==> config.mk <==
export PLATFORM = sky130hd
export DESIGN_NAME = periodic_tick_counter
export DESIGN_NICKNAME = d
export VERILOG_FILES = /design/src/hw/tick_counter_pkg.sv /design/src/hw/reg_access_if.sv /design/src/hw/periodic_tick_counter.sv /design/src/hw/tick_wb_slave.sv /design/src/hw/tick_prescaler.sv
export VERILOG_INCLUDE_DIRS = /design/src /design/src/hw
export SDC_FILE = /design/constraint.sdc
export NUM_CORES = 1
export LEC_CHECK = 0
export BUFFER_PORTS_ARGS = -buffer_cell sky130_fd_sc_hd__buf_2
export CAP_MARGIN = 20
export CORE_ASPECT_RATIO = 2
export CORE_MARGIN = 5
export CORE_UTILIZATION = 59
export DETAILED_ROUTE_END_ITERATION = 7
export GPL_TIMING_DRIVEN = 0
export PLACE_DENSITY = 0.84
export SLEW_MARGIN = 40
export SYNTH_ARGS = -nofsm -noshare
export SYNTH_HDL_FRONTEND = slang
export SYNTH_HIERARCHICAL = 1
export SYNTH_SLANG_ARGS = --single-unit
==> constraint.sdc <==
create_clock -name i_clk_sys -period 4.4 [get_ports i_clk_sys]
set_input_delay 0.66 -clock i_clk_sys [delete_from_list [all_inputs] [get_ports i_clk_sys]]
set_output_delay 0.66 -clock i_clk_sys [all_outputs]
set_load 0.005 [all_outputs]
==> src/hw/tick_counter_map.svh <==
// Purpose: register map, field positions, reset values for the periodic tick counter
// Assumes: 32-bit classic Wishbone, byte addresses, one register per aligned word
// Notes: included by bare name; definitions only
//
// Function
// [RULE1] 16-bit up-counter against 16-bit modulo, source selector, binary/decimal prescaler.
// [RULE2] any reset stops and clears counter, clears modulo, prescaler off.
// [RULE3] reset selects external crystal oscillator, clock select code zero.
// [RULE4] prescale select zero keeps prescaler off; software starts it with nonzero.
// [RULE5] writing a different clock source clears prescaler and counter.
// [RULE6] writing a different prescale select clears prescaler and counter.
// [RULE7] modulo accepts any value from zero to all ones.
// [RULE8] active counter increments to modulo, wraps to zero, keeps counting.
// [RULE9] tick flag sets on every match, when counter steps modulo to zero.
// [RULE10] written modulo buffered; used on wrap or when prescale select becomes nonzero.
// [RULE11] interrupt requested while tick flag and tick interrupt enable are set.
// [RULE12] tick flag cleared only by software writing one; software acknowledges each tick.
// [RULE13] source code 0 external, 1 low-power 1 kHz, 2 and 3 bus clock.
// [RULE14] codes 1..7 divide 1..64 binary, or 128..2048, 100, 1000 with select bit0.
// [RULE15] modulo zero sets tick flag on every prescaler output edge.
// [RULE16] reading count low byte latches high byte for coherent following read.
// [RULE17] prescaler off holds counter, no match, no flag.
// [RULE18] writing zero to tick flag does nothing; flag sticks until cleared or reset.
`ifndef TICK_COUNTER_MAP_SVH
`define TICK_COUNTER_MAP_SVH

// ---------------------------------------------------------------
// register offsets (byte addresses)
// ---------------------------------------------------------------
`define TC_OFF_CTRL 8'h00
`define TC_OFF_STATUS 8'h04
`define TC_OFF_CLEAR 8'h08
`define TC_OFF_ENABLE 8'h0C
`define TC_OFF_MODULO 8'h10
`define TC_OFF_CNT_LOW 8'h14
`define TC_OFF_CNT_HIGH 8'h18

// ---------------------------------------------------------------
// field positions
// ---------------------------------------------------------------
`define TC_CS_MSB 7
`define TC_CS_LSB 6
`define TC_PS_MSB 2
`define TC_PS_LSB 0
`define TC_FLAG_BIT 0
`define TC_IE_BIT 0

// ---------------------------------------------------------------
// reset values
// ---------------------------------------------------------------
`define TC_CS_RESET 2'h0
`define TC_PS_RESET 3'h0
`define TC_MOD_RESET 16'h0000
`define TC_CNT_RESET 16'h0000
`define TC_PS_OFF 3'h0

`endif

==> src/hw/tick_counter_pkg.sv <==
// Purpose: shared types and the divide ratio decode of the periodic tick counter
// Assumes: prescaler count fits 12 bits (largest ratio 2048)
// Notes: constants live in tick_counter_map.svh
package tick_counter_pkg;

  typedef logic [1:0] clk_sel_t;
  typedef logic [2:0] ps_sel_t;
  typedef logic [11:0] ratio_t;

  // divide ratio for a prescale code; high range when source select bit0 set
  function automatic ratio_t ps_ratio(input ps_sel_t code, input logic high_range);
    ratio_t r;
    r = 12'h001;
    unique case (code)
      3'h1: r = high_range ? 12'h080 : 12'h001;
      3'h2: r = high_range ? 12'h100 : 12'h002;
      3'h3: r = high_range ? 12'h200 : 12'h004;
      3'h4: r = high_range ? 12'h400 : 12'h008;
      3'h5: r = high_range ? 12'h800 : 12'h010;
      3'h6: r = high_range ? 12'h064 : 12'h020;
      3'h7: r = high_range ? 12'h3E8 : 12'h040;
      3'h0: r = 12'h001;
    endcase
    return r;
  endfunction

endpackage

==> src/hw/reg_access_if.sv <==
// Purpose: register access strobes between the bus slave and the register file
// Assumes: one access per req pulse
// Notes: rdata must be valid combinationally in the req cycle
`timescale 1ns/100ps
`default_nettype none
interface reg_access_if;
  logic req;
  logic we;
  logic [7:0] addr;
  logic [3:0] sel;
  logic [31:0] wdata;
  logic [31:0] rdata;
  modport bus_side (output req, output we, output addr, output sel, output wdata,
                    input rdata);
  modport reg_side (input req, input we, input addr, input sel, input wdata,
                    output rdata);
endinterface
`default_nettype wire

==> src/hw/periodic_tick_counter.sv <==
// Purpose: periodic tick counter with source select, prescaler, modulo and tick interrupt
// Assumes: oscillator inputs are synchronous to i_clk_sys and slower than it
// Notes: registers reached over classic Wishbone; see tick_counter_map.svh
`timescale 1ns/100ps
`default_nettype none
`include "tick_counter_map.svh"
module periodic_tick_counter
  import tick_counter_pkg::*;
#(
  parameter int COUNT_W = 16
) (
  input wire logic i_clk_sys,
  input wire logic i_rst,
  // ------------------------------------------------------------
  // wishbone slave
  // ------------------------------------------------------------
  input wire logic i_wb_cyc,
  input wire logic i_wb_stb,
  input wire logic i_wb_we,
  input wire logic [7:0] i_wb_adr,
  input wire logic [3:0] i_wb_sel,
  input wire logic [31:0] i_wb_dat,
  output logic o_wb_ack,
  output logic [31:0] o_wb_dat,
  // ------------------------------------------------------------
  // clock sources
  // ------------------------------------------------------------
  input wire logic i_external_crystal_osc,
  input wire logic i_low_power_osc,
  // ------------------------------------------------------------
  // interrupt and tick
  // ------------------------------------------------------------
  output logic o_irq,
  output logic o_tick_pulse
);

  // ------------------------------------------------------------
  // elaboration checks
  // ------------------------------------------------------------
  generate
    if (COUNT_W != 16) begin : g_bad_count
      $error("count width must be 16 to fit the byte-wise count registers");
    end
  endgenerate

  // ------------------------------------------------------------
  // declarations
  // ------------------------------------------------------------
  reg_access_if acc ();

  clk_sel_t clock_source_select_r;
  ps_sel_t prescale_select_r;
  logic [COUNT_W-1:0] modulo_buf_r;
  logic [COUNT_W-1:0] modulo_act_r;
  logic [COUNT_W-1:0] tick_count_value_r;
  logic [7:0] count_high_latch_r;
  logic tick_flag_r;
  logic tick_irq_enable_r;
  logic irq_r;
  logic tick_pulse_r;
  logic ext_prev_r;
  logic lpo_prev_r;

  logic src_tick;
  logic ps_tick;
  logic wr_ctrl;
  logic wr_clear;
  logic wr_enable;
  logic wr_modulo;
  logic rd_cnt_low;
  logic ctrl_change;
  logic ps_start;
  logic match;
  logic flag_set;
  logic flag_clr;
  clk_sel_t cs_new;
  ps_sel_t ps_new;
  logic [31:0] rdata;

  // ------------------------------------------------------------
  // bus slave
  // ------------------------------------------------------------
  tick_wb_slave u_wb (
    .i_clk_sys(i_clk_sys),
    .i_rst(i_rst),
    .i_wb_cyc(i_wb_cyc),
    .i_wb_stb(i_wb_stb),
    .i_wb_we(i_wb_we),
    .i_wb_adr(i_wb_adr),
    .i_wb_sel(i_wb_sel),
    .i_wb_dat(i_wb_dat),
    .o_wb_ack(o_wb_ack),
    .o_wb_dat(o_wb_dat),
    .acc(acc.bus_side)
  );

  // ------------------------------------------------------------
  // access decode
  // ------------------------------------------------------------
  // write strobes per writable register, read strobe for count low only
  assign wr_ctrl = acc.req & acc.we & (acc.addr == `TC_OFF_CTRL) & acc.sel[0];
  assign wr_clear = acc.req & acc.we & (acc.addr == `TC_OFF_CLEAR) & acc.sel[0];
  assign wr_enable = acc.req & acc.we & (acc.addr == `TC_OFF_ENABLE) & acc.sel[0];
  assign wr_modulo = acc.req & acc.we & (acc.addr == `TC_OFF_MODULO) & (|acc.sel[1:0]);
  assign rd_cnt_low = acc.req & ~acc.we & (acc.addr == `TC_OFF_CNT_LOW);

  // new control field values from the written byte
  assign cs_new = acc.wdata[`TC_CS_MSB:`TC_CS_LSB];
  assign ps_new = acc.wdata[`TC_PS_MSB:`TC_PS_LSB];

  // a differing source or ratio restarts prescaler and counter
  assign ctrl_change = wr_ctrl &
                       ((cs_new != clock_source_select_r) || // RULE5
                        (ps_new != prescale_select_r)); // RULE6

  // prescaler leaving the off state
  assign ps_start = wr_ctrl & (prescale_select_r == `TC_PS_OFF) & (ps_new != `TC_PS_OFF);

  // ------------------------------------------------------------
  // control register
  // ------------------------------------------------------------
  // source select and prescale select
  always_ff @(posedge i_clk_sys) begin
    if (i_rst) begin
      clock_source_select_r <= `TC_CS_RESET; // RULE3
      prescale_select_r <= `TC_PS_RESET; // RULE2
    end else if (wr_ctrl) begin
      clock_source_select_r <= cs_new;
      prescale_select_r <= ps_new; // RULE4
    end
  end

  // ------------------------------------------------------------
  // clock source selection
  // ------------------------------------------------------------
  // previous levels for rising edge detection of slow sources
  always_ff @(posedge i_clk_sys) begin
    if (i_rst) begin
      ext_prev_r <= 1'b0;
      lpo_prev_r <= 1'b0;
    end else begin
      ext_prev_r <= i_external_crystal_osc;
      lpo_prev_r <= i_low_power_osc;
    end
  end

  // one pulse per source edge; bus clock ticks every cycle
  always_comb begin
    unique case (clock_source_select_r) // RULE13
      2'h0: src_tick = i_external_crystal_osc & ~ext_prev_r;
      2'h1: src_tick = i_low_power_osc & ~lpo_prev_r;
      2'h2: src_tick = 1'b1;
      2'h3: src_tick = 1'b1;
    endcase
  end

  // ------------------------------------------------------------
  // prescaler
  // ------------------------------------------------------------
  tick_prescaler #(
    .DIV_W(12)
  ) u_ps (
    .i_clk_sys(i_clk_sys),
    .i_rst(i_rst),
    .i_src_tick(src_tick),
    .i_clear(ctrl_change),
    .i_code(prescale_select_r),
    .i_high_range(clock_source_select_r[0]),
    .o_tick(ps_tick)
  );

  // ------------------------------------------------------------
  // modulo buffer and active compare value
  // ------------------------------------------------------------
  // match when active and the count equals the compare value
  assign match = ps_tick & (prescale_select_r != `TC_PS_OFF) & ~ctrl_change &
                 (tick_count_value_r == modulo_act_r); // RULE17

  // software side buffer, byte lanes 0 and 1
  always_ff @(posedge i_clk_sys) begin
    if (i_rst) begin
      modulo_buf_r <= `TC_MOD_RESET; // RULE2
    end else if (wr_modulo) begin
      if (acc.sel[0]) begin
        modulo_buf_r[7:0] <= acc.wdata[7:0]; // RULE7
      end
      if (acc.sel[1]) begin
        modulo_buf_r[15:8] <= acc.wdata[15:8]; // RULE7
      end
    end
  end

  // compare value taken over on wrap or prescaler start
  always_ff @(posedge i_clk_sys) begin
    if (i_rst) begin
      modulo_act_r <= `TC_MOD_RESET; // RULE2
    end else if (match || ps_start) begin
      modulo_act_r <= modulo_buf_r; // RULE10
    end
  end

  // ------------------------------------------------------------
  // main counter
  // ------------------------------------------------------------
  // count up on prescaler pulses, wrap to zero on match
  always_ff @(posedge i_clk_sys) begin
    if (i_rst) begin
      tick_count_value_r <= `TC_CNT_RESET; // RULE2
    end else if (ctrl_change) begin
      tick_count_value_r <= `TC_CNT_RESET; // RULE5 RULE6
    end else if (match) begin
      tick_count_value_r <= `TC_CNT_RESET; // RULE8 RULE15
    end else if (ps_tick && prescale_select_r != `TC_PS_OFF) begin
      tick_count_value_r <= tick_count_value_r + 1'b1; // RULE1 RULE8
    end
  end

  // high byte frozen by a low byte read
  always_ff @(posedge i_clk_sys) begin
    if (i_rst) begin
      count_high_latch_r <= 8'h00;
    end else if (rd_cnt_low) begin
      count_high_latch_r <= tick_count_value_r[15:8]; // RULE16
    end
  end

  // ------------------------------------------------------------
  // tick flag and interrupt
  // ------------------------------------------------------------
  assign flag_set = match; // RULE9 RULE15
  assign flag_clr = wr_clear & acc.wdata[`TC_FLAG_BIT]; // RULE12 RULE18

  // sticky flag, a set in the clearing cycle wins
  always_ff @(posedge i_clk_sys) begin
    if (i_rst) begin
      tick_flag_r <= 1'b0;
    end else if (flag_set) begin
      tick_flag_r <= 1'b1; // RULE9
    end else if (flag_clr) begin
      tick_flag_r <= 1'b0; // RULE12
    end
  end

  // interrupt enable
  always_ff @(posedge i_clk_sys) begin
    if (i_rst) begin
      tick_irq_enable_r <= 1'b0;
    end else if (wr_enable) begin
      tick_irq_enable_r <= acc.wdata[`TC_IE_BIT];
    end
  end

  // registered interrupt level and tick strobe
  always_ff @(posedge i_clk_sys) begin
    if (i_rst) begin
      irq_r <= 1'b0;
      tick_pulse_r <= 1'b0;
    end else begin
      irq_r <= tick_flag_r & tick_irq_enable_r; // RULE11
      tick_pulse_r <= match;
    end
  end

  assign o_irq = irq_r;
  assign o_tick_pulse = tick_pulse_r;

  // ------------------------------------------------------------
  // read mux
  // ------------------------------------------------------------
  // unmapped and write-only addresses read zero
  always_comb begin
    rdata = 32'h0000_0000;
    unique case (acc.addr)
      `TC_OFF_CTRL: begin
        rdata[`TC_CS_MSB:`TC_CS_LSB] = clock_source_select_r;
        rdata[`TC_PS_MSB:`TC_PS_LSB] = prescale_select_r;
      end
      `TC_OFF_STATUS: rdata[`TC_FLAG_BIT] = tick_flag_r;
      `TC_OFF_ENABLE: rdata[`TC_IE_BIT] = tick_irq_enable_r;
      `TC_OFF_MODULO: rdata[15:0] = modulo_buf_r;
      `TC_OFF_CNT_LOW: rdata[7:0] = tick_count_value_r[7:0];
      `TC_OFF_CNT_HIGH: rdata[7:0] = count_high_latch_r; // RULE16
      default: rdata = 32'h0000_0000;
    endcase
  end

  assign acc.rdata = rdata;

endmodule
`default_nettype wire

==> src/hw/tick_wb_slave.sv <==
// Purpose: classic Wishbone slave turning a bus cycle into one register access
// Assumes: master holds the request until ack
// Notes: ack one cycle after request, dropped the cycle after
`timescale 1ns/100ps
`default_nettype none
module tick_wb_slave (
  input wire logic i_clk_sys,
  input wire logic i_rst,
  input wire logic i_wb_cyc,
  input wire logic i_wb_stb,
  input wire logic i_wb_we,
  input wire logic [7:0] i_wb_adr,
  input wire logic [3:0] i_wb_sel,
  input wire logic [31:0] i_wb_dat,
  output logic o_wb_ack,
  output logic [31:0] o_wb_dat,
  reg_access_if.bus_side acc
);
  logic ack_r;
  logic [31:0] dat_r;

  // one access per cycle, never while ack is up
  assign acc.req = i_wb_cyc & i_wb_stb & ~ack_r;
  assign acc.we = i_wb_we;
  assign acc.addr = {i_wb_adr[7:2], 2'h0};
  assign acc.sel = i_wb_sel;
  assign acc.wdata = i_wb_dat;

  // acknowledge and read data capture
  always_ff @(posedge i_clk_sys) begin
    if (i_rst) begin
      ack_r <= 1'b0;
      dat_r <= 32'h0000_0000;
    end else begin
      ack_r <= acc.req;
      if (acc.req) begin
        dat_r <= acc.we ? 32'h0000_0000 : acc.rdata;
      end
    end
  end

  assign o_wb_ack = ack_r;
  assign o_wb_dat = dat_r;
endmodule
`default_nettype wire

==> src/hw/tick_prescaler.sv <==
// Purpose: binary/decimal prescaler producing one pulse per divided source edge
// Assumes: i_src_tick is a one-cycle pulse per source rising edge
// Notes: code zero holds the prescaler off and cleared
`timescale 1ns/100ps
`default_nettype none
`include "tick_counter_map.svh"
module tick_prescaler
  import tick_counter_pkg::*;
#(
  parameter int DIV_W = 12
) (
  input wire logic i_clk_sys,
  input wire logic i_rst,
  input wire logic i_src_tick,
  input wire logic i_clear,
  input wire tick_counter_pkg::ps_sel_t i_code,
  input wire logic i_high_range,
  output logic o_tick
);
  logic [DIV_W-1:0] div_cnt_r;
  logic tick_r;
  ratio_t ratio;

  generate
    if (DIV_W < 12) begin : g_bad_width
      $error("prescaler width too small for a ratio of 2048");
    end
  endgenerate

  assign ratio = ps_ratio(i_code, i_high_range); // RULE14

  // divide counter, cleared on off state or source/ratio change
  always_ff @(posedge i_clk_sys) begin
    if (i_rst || i_clear || i_code == `TC_PS_OFF) begin // RULE4
      div_cnt_r <= '0;
      tick_r <= 1'b0;
    end else if (i_src_tick) begin
      if (div_cnt_r == DIV_W'(ratio - 12'h001)) begin // RULE14
        div_cnt_r <= '0;
        tick_r <= 1'b1;
      end else begin
        div_cnt_r <= div_cnt_r + 1'b1;
        tick_r <= 1'b0;
      end
    end else begin
      tick_r <= 1'b0;
    end
  end

  assign o_tick = tick_r;
endmodule
`default_nettype wire

== Word level (Yosys, flattened, before mapping) ==
Index checks and enable logic that the tools add are counted.
Cells by class
  reduce and logical (&&, ||, !) cells: 17
  bitwise logic cells: 29
  multiplexer cells: 19
  equal/unequal tests: 20
  add/sub/neg operators: 3
Operators with widths (number)
  $pmux W12 S8: 1
  $mux W12: 2
  $and A1 B1 Y1: 23
  $mux W10: 2
  $eq A6 B3 Y1 const B: 3
  $add A16 B1 Y16 const B: 1
  $eq A16 B16 Y1: 1
  $mux W16: 1
  $mux W8: 2
  $pmux W2 S4: 2
  $add A12 B1 Y12 const B: 1
  $eq A12 B12 Y1: 1
  $eq A3 B3 Y1 const B: 4
  $eq A6 B2 Y1 const B: 2
  $sub A12 B1 Y12 const B: 1
  $mux W11: 1
  $mux W9: 1
  $pmux W3 S3: 1
  $logic_not A8 Y1: 1
  $mux W7: 1
  $eq A3 B2 Y1 const B: 2
  $eq A6 B1 Y1 const B: 1
  $not A1 Y1: 6
  $pmux W1 S6: 1
  other kinds (16): 26
Word-level totals
  logic and storage cells: 105
  flip-flop bits (word level): 113
  output and inout port bits: 35
  input bits: 51

== Longest topological paths before layout ==
Gate-level depths: netlist of run 1.
  depth after elaboration: 10
  mapped depth: 13
  mapped depth without buffers: 10

== Hierarchy ==
The synthesis of run 1 kept the hierarchy.
By module, submodules not included
  periodic_tick_counter: area an instance 3303.2 um^2, times used 1, cells each 366, seq. area each 1341.3 um^2
  tick_wb_slave: area an instance 1925.6 um^2, times used 1, cells each 191, seq. area each 660.6 um^2
  tick_prescaler: area an instance 1198.6 um^2, times used 1, cells each 153, seq. area each 260.2 um^2

== Worst setup path before layout of run 1 ==
Ideal clock, no wire load.
  path type: register -> register
  start: register clock_source_select_r[0]
  end: register u_ps.div_cnt_r[10]
  data arrival time: 2584 ps
  stages on the path, launching flop included: 13
  data required time: 4279 ps
  library setup time: 121 ps
  slack: 1696 ps
  period minus slack after synthesis: 2704 ps
  buffers on the path: 2
  path through: dfxtp_1 buf_2 or2_2 or2_2 ha_1 clkbuf_2 a21oi_1 or3b_2 nand4_1 nor4_4 nand4_4 o21bai_4 nor2_1
On the way
  longest elaborated chain between the ends: 5
  elaborated cells on any way between the ends: 22
  those cells by class: add/sub: 1; eq/ne: 5; mux: 10; bitwise: 1; reduce/logical: 5
Ends and longest elaborated chain
  start, declared: RTL line periodic_tick_counter.sv:51  | clk_sel_t clock_source_select_r;
  start signal, assigned: RTL line periodic_tick_counter.sv:125  | clock_source_select_r <= `TC_CS_RESET;
  start signal, assigned: RTL line periodic_tick_counter.sv:128  | clock_source_select_r <= cs_new;
  $mux W8 (tied with other cells): RTL line tick_counter_pkg.sv:15  | 3'h1: r = high_range ? 12'h080 : 12'h001;
  $pmux W12 S8 or $logic_or A1 B1 Y1 (tied branches): RTL line tick_counter_pkg.sv:14, periodic_tick_counter.sv:113
  $sub A12 B1 Y12 or $and A1 B1 Y1 (tied branches): RTL line tick_prescaler.sv:38, periodic_tick_counter.sv:112
  $eq A12 B12 Y1 or $logic_or A1 B1 Y1 (tied branches): RTL line tick_prescaler.sv:38, tick_prescaler.sv:34
  $mux W12 or $logic_or A1 B1 Y1 (tied branches)
  end signal, assigned: RTL line tick_prescaler.sv:42  | div_cnt_r <= div_cnt_r + 1'b1;
  end, declared: RTL line tick_prescaler.sv:20  | logic [DIV_W-1:0] div_cnt_r;
Several ways; a longest one is shown, not always the timed one.
A chain may end at the register's enable or synchronous reset.

== Final worst setup path of run 1 ==
  start: register prescale_select_r[1]
  end: register u_ps.div_cnt_r[10]
On the way
  longest elaborated chain between the ends: 5
  elaborated cells on any way between the ends: 17
  those cells by class: add/sub: 1; eq/ne: 9; mux: 2; bitwise: 1; reduce/logical: 4
Ends and longest elaborated chain
  start, declared: RTL line periodic_tick_counter.sv:52  | ps_sel_t prescale_select_r;
  start signal, assigned: RTL line periodic_tick_counter.sv:126  | prescale_select_r <= `TC_PS_RESET;
  start signal, assigned: RTL line periodic_tick_counter.sv:129  | prescale_select_r <= ps_new;
  $eq A3 B3 Y1 (tied with other cells): RTL line tick_counter_pkg.sv:14  | unique case (code)
  $pmux W12 S8 or $logic_or A1 B1 Y1 (tied branches): RTL line tick_counter_pkg.sv:14, periodic_tick_counter.sv:113
  $sub A12 B1 Y12 or $and A1 B1 Y1 (tied branches): RTL line tick_prescaler.sv:38, periodic_tick_counter.sv:112
  $eq A12 B12 Y1 or $logic_or A1 B1 Y1 (tied branches): RTL line tick_prescaler.sv:38, tick_prescaler.sv:34
  $mux W12 or $logic_or A1 B1 Y1 (tied branches)
Several ways; a longest one is shown, not always the timed one.

==> impl_metrics.toml, run 1 <==
[detailed_routing]
dr.pass1.iters = 5
wl_per_cell_um = 18.5
num_vias = 5287
detail_route.iter0.violations = 273
routed_wl_mm = 17.0
avgViaCountPerCell = 5.76
drc_errors = 0
detail-route-antenna-nets = 0

[run]
maxCapViolCount = 0

[global_routing]
grt_overflow = 0
grt_use_total_pct = 26.3
grt_antenna_before_repair = 0
grt_pass1_wl_mm = 27.0
grt_max_degree = 17
grt_pass1_vias = 5477

[die]
rows = 53
die_h_um = 156
io_pins = 86
fp.dieW_um = 83.0
fp.dieArea_um2 = 13000
core_area_um2 = 10500
initial_core_util_pct = 60.1

[layout]
syn_to_final_growth_pct = 17.5
layout-drive-gt1-share_pct = 21.5
final_cell_mix = "dfxtp_1, nor2_1, buf_2, mux2i_1, inv_1"
num-fill-cells = 811
diodes = 0
layout.nets = 822
layout_commonest_cell = "dfxtp_1"
fin_area_um2 = 7390

[cts]
h-tree-depth = 4
cts_root_buffer = "clkbuf_16"
cts_buffer_depth = 2
worstSkewPairLatency_ns = 0.42
numCtsBuffers = 17
cts_sinks = 113
postCtsHoldBufs = 0
postCtsSetupBuffers = 0
clk_pin_slew_ns = 0.05
cts-resized-gates = 0
cts_tree = "done"

[worst_setup_path]
critPathSlowestCell = "dfxtp_1"
cpMostUsedCell = "buf_2"
slowest_delay_ns = 0.49
crit_type = "reg2reg"
path_max_fanout = 10
path_cells = "buf_2, buf_2, a211o_1, ha_1, clkbuf_2, buf_2, nor4b_1, a31oi_1, nand4_1, nor4_4, nand4_4, o21bai_4, nor2_1"
crit_path_end_kind = "flip-flop"
cp.arrival_ns = 3.65
startpoint_type = "flip-flop"
required_ns = 4.69

[power_and_ir_drop]
peakVddDrop_mv = 0.292
power.density_nw_per_um2 = 366
power_mw = 2.71
cellLeakagePower_nw = 3.05

[placed_design]
placed_area_um2 = 6730
port-buffer-count = 41
hpwl_mm = 12.7
gp_congestion = 0.948
dp_slack_ns = 1.11

[yosys]
synth_area_um2 = 6290
synthCells = 692
avgSynthCellArea_um2 = 9.09
yosysWarnings = 6

[sta]
slew_headroom_pct = 49.4
period_needed_ns = 3.36
hold_viol_final = 0
max_freq_mhz = 298
drv_slew = 0
rsz0062_at_grt = "no"
worst_pin_slew_ns = 0.752
worst_clock_skew_ns = 0.00572
period_share_pct = 76.3
fin_tns_setup_ns = 0
setup_viol = 0
worst_slack_ns = 1.04

[outcome]
status = "complete, no violations"

[worst_hold_path]
hold_path_class = "reg2reg"
final cells by class:
type	count	area (µm²)	share of cell area [%]
Multi-Input combinational cell	483	3470	46.9
Sequential cell	113	2260	30.6
Buffer	69	465	6.29
Clock buffer	22	454	6.14
Clock inverter	10	206	2.79
Timing Repair Buffer	41	205	2.77
Tap cell	137	171	2.32
Inverter	43	161	2.18
state kept, by name, indices dropped and copies added, names as in the netlist, 2 cells and up:
register,flops
modulo_buf_r,16
modulo_act_r,16
clock_source_select_r,2
u_ps/div_cnt_r,12
count_high_latch_r,8
prescale_select_r,3
u_wb/o_wb_dat,32
tick_count_value_r,16
critical path: cells and delay by family, from the launching register on:
family,cells,cell delay [ns]
compound gates,3,0.61
fa+ha+maj,1,0.16
buf+inv,4,0.97
flops,1,0.49
simple gates,5,1.00
metal layers:
layer	wire length, µm	up-vias	part of all wire (%)	GRT usage [%]
met3	751	81	4.4	5.60
met5	0	-	0	0
met1	5460	2509	32	22.8
met2	9490	190	56	50.9
met4	1270	0	7.5	20.1
li1	-	2507	-	-
path summary, 6_finish.rpt:
kind              slack [ns]  cells after the start                               to                               from
setup / recovery        1.04                     13  u_ps/div_cnt_r[10]$_SDFFE_PP0P_  prescale_select_r[1]$_SDFFE_PP0P_
hold reg to reg         0.47                      2   u_wb/o_wb_dat[17]$_SDFFE_PP0P_     u_wb/o_wb_dat[17]$_SDFFE_PP0P_
hold / removal          0.47                      2   u_wb/o_wb_dat[17]$_SDFFE_PP0P_     u_wb/o_wb_dat[17]$_SDFFE_PP0P_
setup reg to reg        1.04                     13  u_ps/div_cnt_r[10]$_SDFFE_PP0P_  prescale_select_r[1]$_SDFFE_PP0P_
report_power, final:
group | switching [mW] | internal (mW) | leakage, nW
combinational | 0.0654 | 0.0559 | 1.82
sequential | 0.00244 | 1.03 | 0.911
clock | 0.480 | 1.07 | 0.318
total | 0.548 | 2.16 | 3.05
stage by stage:
stage / hold WS [ns] / instances / util (%)
after global placement: 0.453 / 886 / 64.2
after CTS: 0.467 / 918 / 70.5
final: 0.472 / 918 / 70.6
after detailed placement: 0.459 / 886 / 64.2
after global routing: 0.482 / 918 / 70.6
after floorplan: 0.440 / 708 / -
No activity file was read; power rests on OpenSTA's default activity.
==> run 2: changes to the inputs <==
==> constraint.sdc (replaced) <==
create_clock -name i_clk_sys -period 3.5 [get_ports i_clk_sys]
set_input_delay 0.525 -clock i_clk_sys [delete_from_list [all_inputs] [get_ports i_clk_sys]]
set_output_delay 0.525 -clock i_clk_sys [all_outputs]
set_load 0.005 [all_outputs]
==> run 2 against run 1 <==
  * Routed wire length shrank 0.39%
  * Highest routed layer unchanged
  * Critical endpoint is now u_ps/div_cnt_r[2]$_SDFFE_PP0P_
  * Count of clock-buffer cells in the layout is the same
  * Sequential power grew 26%
  * Critical path depth shrank 1
  * Combinational power grew 26%
  * Largest power group unchanged
  * Sequential cell count is the same
==> impl_metrics.toml, run 2 (same netlist as run 1, synthesis figures left out) <==
[layout]
layout.nets = 822
final_cell_mix = "dfxtp_1, nor2_1, buf_2, mux2i_1, inv_1"
ff_latch_area_um2 = 2260
largest_register_ffs = 32
num-fill-cells = 812
layout_commonest_cell = "dfxtp_1"
layout-drive-gt1-share_pct = 21.8
multi_input_area_um2 = 3470
final_util_pct = 70.6
syn_to_final_growth_pct = 17.6
diodes = 0

[die]
io_pins = 86
fp.dieArea_um2 = 13000
core_area_um2 = 10500
die_h_um = 156
rows = 53
initial_core_util_pct = 60.1
fp.dieW_um = 83.0

[detailed_routing]
dr.pass1.iters = 5
routed_wl_mm = 16.9
detail-route-antenna-nets = 0
avgViaCountPerCell = 5.77
num_vias = 5299
detail_route.iter0.violations = 276
drc_errors = 0
wl_per_cell_um = 18.4

[placed_design]
hpwl_mm = 12.7
gp_congestion = 0.948
port-buffer-count = 41

[run]
maxCapViolCount = 0

[worst_setup_path]
crit_type = "reg2reg"
rr_endpoint = "u_ps/div_cnt_r[2]$_SDFFE_PP0P_"
rrSetupSlack_ns = 0.25
path_max_fanout = 10
cp.arrival_ns = 3.59
required_ns = 3.85
crit_start = "clock_source_select_r[0]$_SDFFE_PP0P_"
cp-endpoint = "u_ps/div_cnt_r[2]$_SDFFE_PP0P_"
startpoint_type = "flip-flop"
r2r_cells = 12
rr_startpoint = "clock_source_select_r[0]$_SDFFE_PP0P_"
crit_path_end_kind = "flip-flop"

[global_routing]
grt_antenna_before_repair = 0
grt_pass1_wl_mm = 27.0
grt_overflow = 0
grt_max_degree = 17
grt_pass1_vias = 5477
grt_use_total_pct = 26.3

[power_and_ir_drop]
power.density_nw_per_um2 = 460
cellLeakagePower_nw = 3.05
peakVddDrop_mv = 0.364

[sta]
rsz0062_at_grt = "no"
drv_slew = 0
period_needed_ns = 3.25
setup_viol = 0
worst_clock_skew_ns = 0.00662
holdWs_ns = 0.349
worst_pin_slew_ns = 0.749
period_share_pct = 92.8
slew_headroom_pct = 49.6
max_freq_mhz = 308
fin_tns_setup_ns = 0
hold_viol_final = 0

[cts]
cts_root_buffer = "clkbuf_16"
cts_tree = "done"
worstSkewPairLatency_ns = 0.41
h-tree-depth = 4
clk_pin_slew_ns = 0.05
numCtsBuffers = 17
cts_sinks = 113
cts_buffer_depth = 2

[outcome]
status = "complete, no violations"

[worst_hold_path]
hold_path_class = "in2reg"
## run 2: cell counts in the layout (fill, tap and decap cells not counted)
Identical to the previous run, type by type.
## run 2: final cells by class
type | count | share of cell area, %
multi-input cells | 483 | 46.9
flip-flops and latches | 113 | 30.6
plain buffers | 69 | 6.29
clock buffers | 22 | 6.14
clock inverters | 10 | 2.79
repair buffers | 41 | 2.77
well taps | 137 | 2.32
inverters | 43 | 2.18
## run 2: worst min path at each step
stage | from | to | slack, ns | depth (start not counted)
finish | i_wb_dat[11] | modulo_buf_r[11]$_SDFFE_PP0P_ | 0.35 | 3
global route | i_wb_dat[11] | modulo_buf_r[11]$_SDFFE_PP0P_ | 0.35 | 3
CTS | i_wb_dat[11] | modulo_buf_r[11]$_SDFFE_PP0P_ | 0.35 | 3
detailed placement | u_wb/o_wb_dat[25]$_SDFFE_PP0P_ | u_wb/o_wb_dat[25]$_SDFFE_PP0P_ | 0.46 | 2
global placement | modulo_act_r[1]$_SDFFE_PP0P_ | modulo_act_r[1]$_SDFFE_PP0P_ | 0.45 | 2
floorplan | modulo_act_r[15]$_SDFFE_PP0P_ | modulo_act_r[15]$_SDFFE_PP0P_ | 0.44 | 2
## run 2: worst max-delay path, stage by stage, from the launching register on
cell	delay, ns
dfxtp_1	0.38
buf_2	0.22
or2_2	0.35
or2_2	0.30
ha_1	0.18
clkbuf_2	0.15
buf_2	0.21
a32o_1	0.29
a211oi_1	0.48
nor4_4	0.11
a41oi_1	0.24
o21ai_0	0.11
a21oi_1	0.15
## run 2: timing repair
item / in CTS / in global routing
gates resized for setup: 0 / 2
buffers inserted: 0 / 0
hold buffers: 0 / 0
endpoints found under the setup margin: 0 / 8
## run 2: through the flow
| stage | instance area [µm²] | setup WS (ns) | total power, mW | instances |
|---|---|---|---|---|
| after floorplan | 6350 | 0.796 | 1.44 | 708 |
| after global placement | 6730 | 0.219 | 1.47 | 886 |
| after detailed placement | 6730 | 0.207 | 1.48 | 886 |
| after CTS | 7390 | 0.180 | 3.41 | 918 |
| after global routing | 7400 | 0.0850 | 3.49 | 918 |
| final | 7400 | 0.252 | 3.40 | 918 |
## run 2: routing by layer
layer | up-vias | global-route usage (%) | share of wire (%)
li1 | 2506 | - | -
met1 | 2534 | 22.8 | 32
met2 | 170 | 50.9 | 56
met3 | 89 | 5.60 | 3.9
met4 | 0 | 20.1 | 7.8
met5 | - | 0 | 0
## run 2: power breakdown
| group | internal [mW] | switching (mW) |
|---|---|---|
| clock | 1.35 | 0.600 |
| combinational | 0.0702 | 0.0819 |
| sequential | 1.29 | 0.00306 |
==> run 3: changes to the inputs <==
--- a/config.mk
+++ b/config.mk
@@ -8,12 +8,15 @@
 export LEC_CHECK = 0
 export BUFFER_PORTS_ARGS = -buffer_cell sky130_fd_sc_hd__buf_2
 export CAP_MARGIN = 20
+export CELL_PAD_IN_SITES_DETAIL_PLACEMENT = 1
+export CELL_PAD_IN_SITES_GLOBAL_PLACEMENT = 1
 export CORE_ASPECT_RATIO = 2
 export CORE_MARGIN = 5
-export CORE_UTILIZATION = 59
+export CORE_UTILIZATION = 45
 export DETAILED_ROUTE_END_ITERATION = 7
 export GPL_TIMING_DRIVEN = 0
 export PLACE_DENSITY = 0.84
+export RECOVER_POWER = 100
 export SLEW_MARGIN = 40
 export SYNTH_ARGS = -nofsm -noshare
 export SYNTH_HDL_FRONTEND = slang
==> run 3 against run 2 <==
  * The run now ends with max-capacitance violations, max-slew violations left
  * Via count increased by 2.0%
  * Critical path type unchanged
  * Highest routed layer unchanged
  * Sequential power about the same
  * Critical endpoint unchanged
  * Fmax down 5.1%
  * Largest cell class unchanged
  * Sequential share of layout area up 0.55 points
==> impl_metrics.toml, run 3 (same netlist as run 1, synthesis figures left out) <==
[cts]
postCtsHoldBufs = 0
cts_sinks = 113
clk_pin_slew_ns = 0.05
cts_root_buffer = "clkbuf_16"
numCtsBuffers = 17
cts_buffer_depth = 2
worstSkewPairLatency_ns = 0.42
h-tree-depth = 4
cts_tree = "done"

[sta]
fin_tns_setup_ns = 0
drv_slew = 9
period_share_pct = 97.8
rsz0062_at_grt = "no"
max_freq_mhz = 292
worst_pin_slew_ns = 1.63
holdWs_ns = 0.342
worst_clock_skew_ns = 0.00854
hold_viol_final = 0
setup_viol = 0
period_needed_ns = 3.42
slew_headroom_pct = -9.64

[detailed_routing]
top_layer = "met4"
routed_wl_mm = 19.6
wl_per_cell_um = 20.2
avgViaCountPerCell = 5.58
m1WireLength_mm = 6.12
drc_errors = 0
dr.pass1.iters = 4
met2_length_mm = 11.4
num_vias = 5405
met3_length_um = 628
detail-route-antenna-nets = 0
detail_route.iter0.violations = 288

[power_and_ir_drop]
power.density_nw_per_um2 = 449
peakVddDrop_mv = 0.391
cellLeakagePower_nw = 2.89

[outcome]
violations = "max-capacitance violations, max-slew violations"
status = "finished with violations"

[worst_setup_path]
rrSetupSlack_ns = 0.08
rr_startpoint = "prescale_select_r[2]$_SDFFE_PP0P_"
path_max_fanout = 10
required_ns = 3.84
crit_start = "prescale_select_r[2]$_SDFFE_PP0P_"
crit_path_end_kind = "flip-flop"
startpoint_type = "flip-flop"
cp.arrival_ns = 3.76
crit_type = "reg2reg"
cp-endpoint = "u_ps/div_cnt_r[2]$_SDFFE_PP0P_"
r2r_cells = 12
rr_endpoint = "u_ps/div_cnt_r[2]$_SDFFE_PP0P_"

[die]
fp.dieArea_um2 = 16600
fp.dieW_um = 93.6
core_area_um2 = 13800
io_pins = 86
die_h_um = 177
rows = 61
initial_core_util_pct = 45.5

[global_routing]
grt_overflow = 0
grt_antenna_before_repair = 0
grt_pass1_vias = 6022
grt_use_total_pct = 24.5
grt_pass1_wl_mm = 31.1
grt_max_degree = 17

[run]
maxCapViolCount = 1

[layout]
final_cell_mix = "dfxtp_1, nor2_1, mux2i_1, inv_1, nand2_1"
ff_latch_area_um2 = 2260
layout_commonest_cell = "dfxtp_1"
multi_input_area_um2 = 3360
syn_to_final_growth_pct = 15.4
largest_register_ffs = 32
diodes = 0
num-fill-cells = 1634
layout-drive-gt1-share_pct = 16.6
instances_no_fill = 968
layout.nets = 822

[placed_design]
gp_congestion = 0.979
hpwl_mm = 14.7
port-buffer-count = 41
dp.cells = 938

[worst_hold_path]
hold_start = "i_wb_dat[8]"
hold_path_class = "in2reg"
-- run 3: metrics by stage --
| stage | setup WS, ns | cell area (µm²) | util [%] | power, mW |
|---|---|---|---|---|
| 2_1_floorplan | 0.796 | 6350 | - | 1.44 |
| 3_3_place_gp | 0.211 | 6790 | 49.2 | 1.47 |
| 3_5_place_dp | 0.148 | 6800 | 49.2 | 1.48 |
| 4_1_cts | 0.125 | 7410 | 53.6 | 3.28 |
| 5_1_grt | 0.000399 | 7260 | 52.5 | 3.35 |
| 6_report | 0.0762 | 7260 | 52.5 | 3.26 |
-- run 3: power by group --
| part | internal (mW) | leakage, nW | switching (mW) |
|---|---|---|---|
| sequential | 1.29 | 0.911 | 0.00336 |
| clock | 1.20 | 0.294 | 0.615 |
| combinational | 0.0663 | 1.69 | 0.0835 |
| total | 2.56 | 2.89 | 0.702 |
-- run 3: timing repair --
action | 4_1_cts | 5_1_grt
endpoints found under the setup margin | 0 | 8
setup buffers | 0 | 0
resized for setup | 0 | 2
-- run 3: layout make-up --
cell class,instances,area share (%)
Tap cell,189,3.26
Multi-Input combinational cell,483,46.3
Sequential cell,113,31.2
Timing Repair Buffer,41,2.50
Inverter,43,2.22
Clock buffer,19,6.10
Clock inverter,11,2.26
Buffer,69,6.21
-- run 3: worst min-delay path by stage --
stage	end	cells past startpoint
detailed placement	modulo_act_r[4]$_SDFFE_PP0P_	2
global placement	modulo_act_r[1]$_SDFFE_PP0P_	2
floorplan	modulo_act_r[15]$_SDFFE_PP0P_	2
finish	modulo_buf_r[8]$_SDFFE_PP0P_	3
global route	ext_prev_r$_SDFF_PP0_	2
CTS	lpo_prev_r$_SDFF_PP0_	2
-- run 3: layer usage --
metal  GRT usage, %  vias up
li1               -     2497
met1           20.3     2661
met2           49.7      164
met3           4.72       83
met4           15.7        0
met5              0        -
-- run 3: critical path, stage by stage (launching register included) --
cell,delay [ns]
dfxtp_1,0.46
buf_6,0.22
or2_2,0.28
or2_2,0.30
ha_1,0.18
clkbuf_2,0.17
clkbuf_4,0.23
a32o_1,0.28
a211oi_1,0.59
nor4_4,0.11
a41oi_1,0.22
o21ai_0,0.12
a21oi_1,0.18
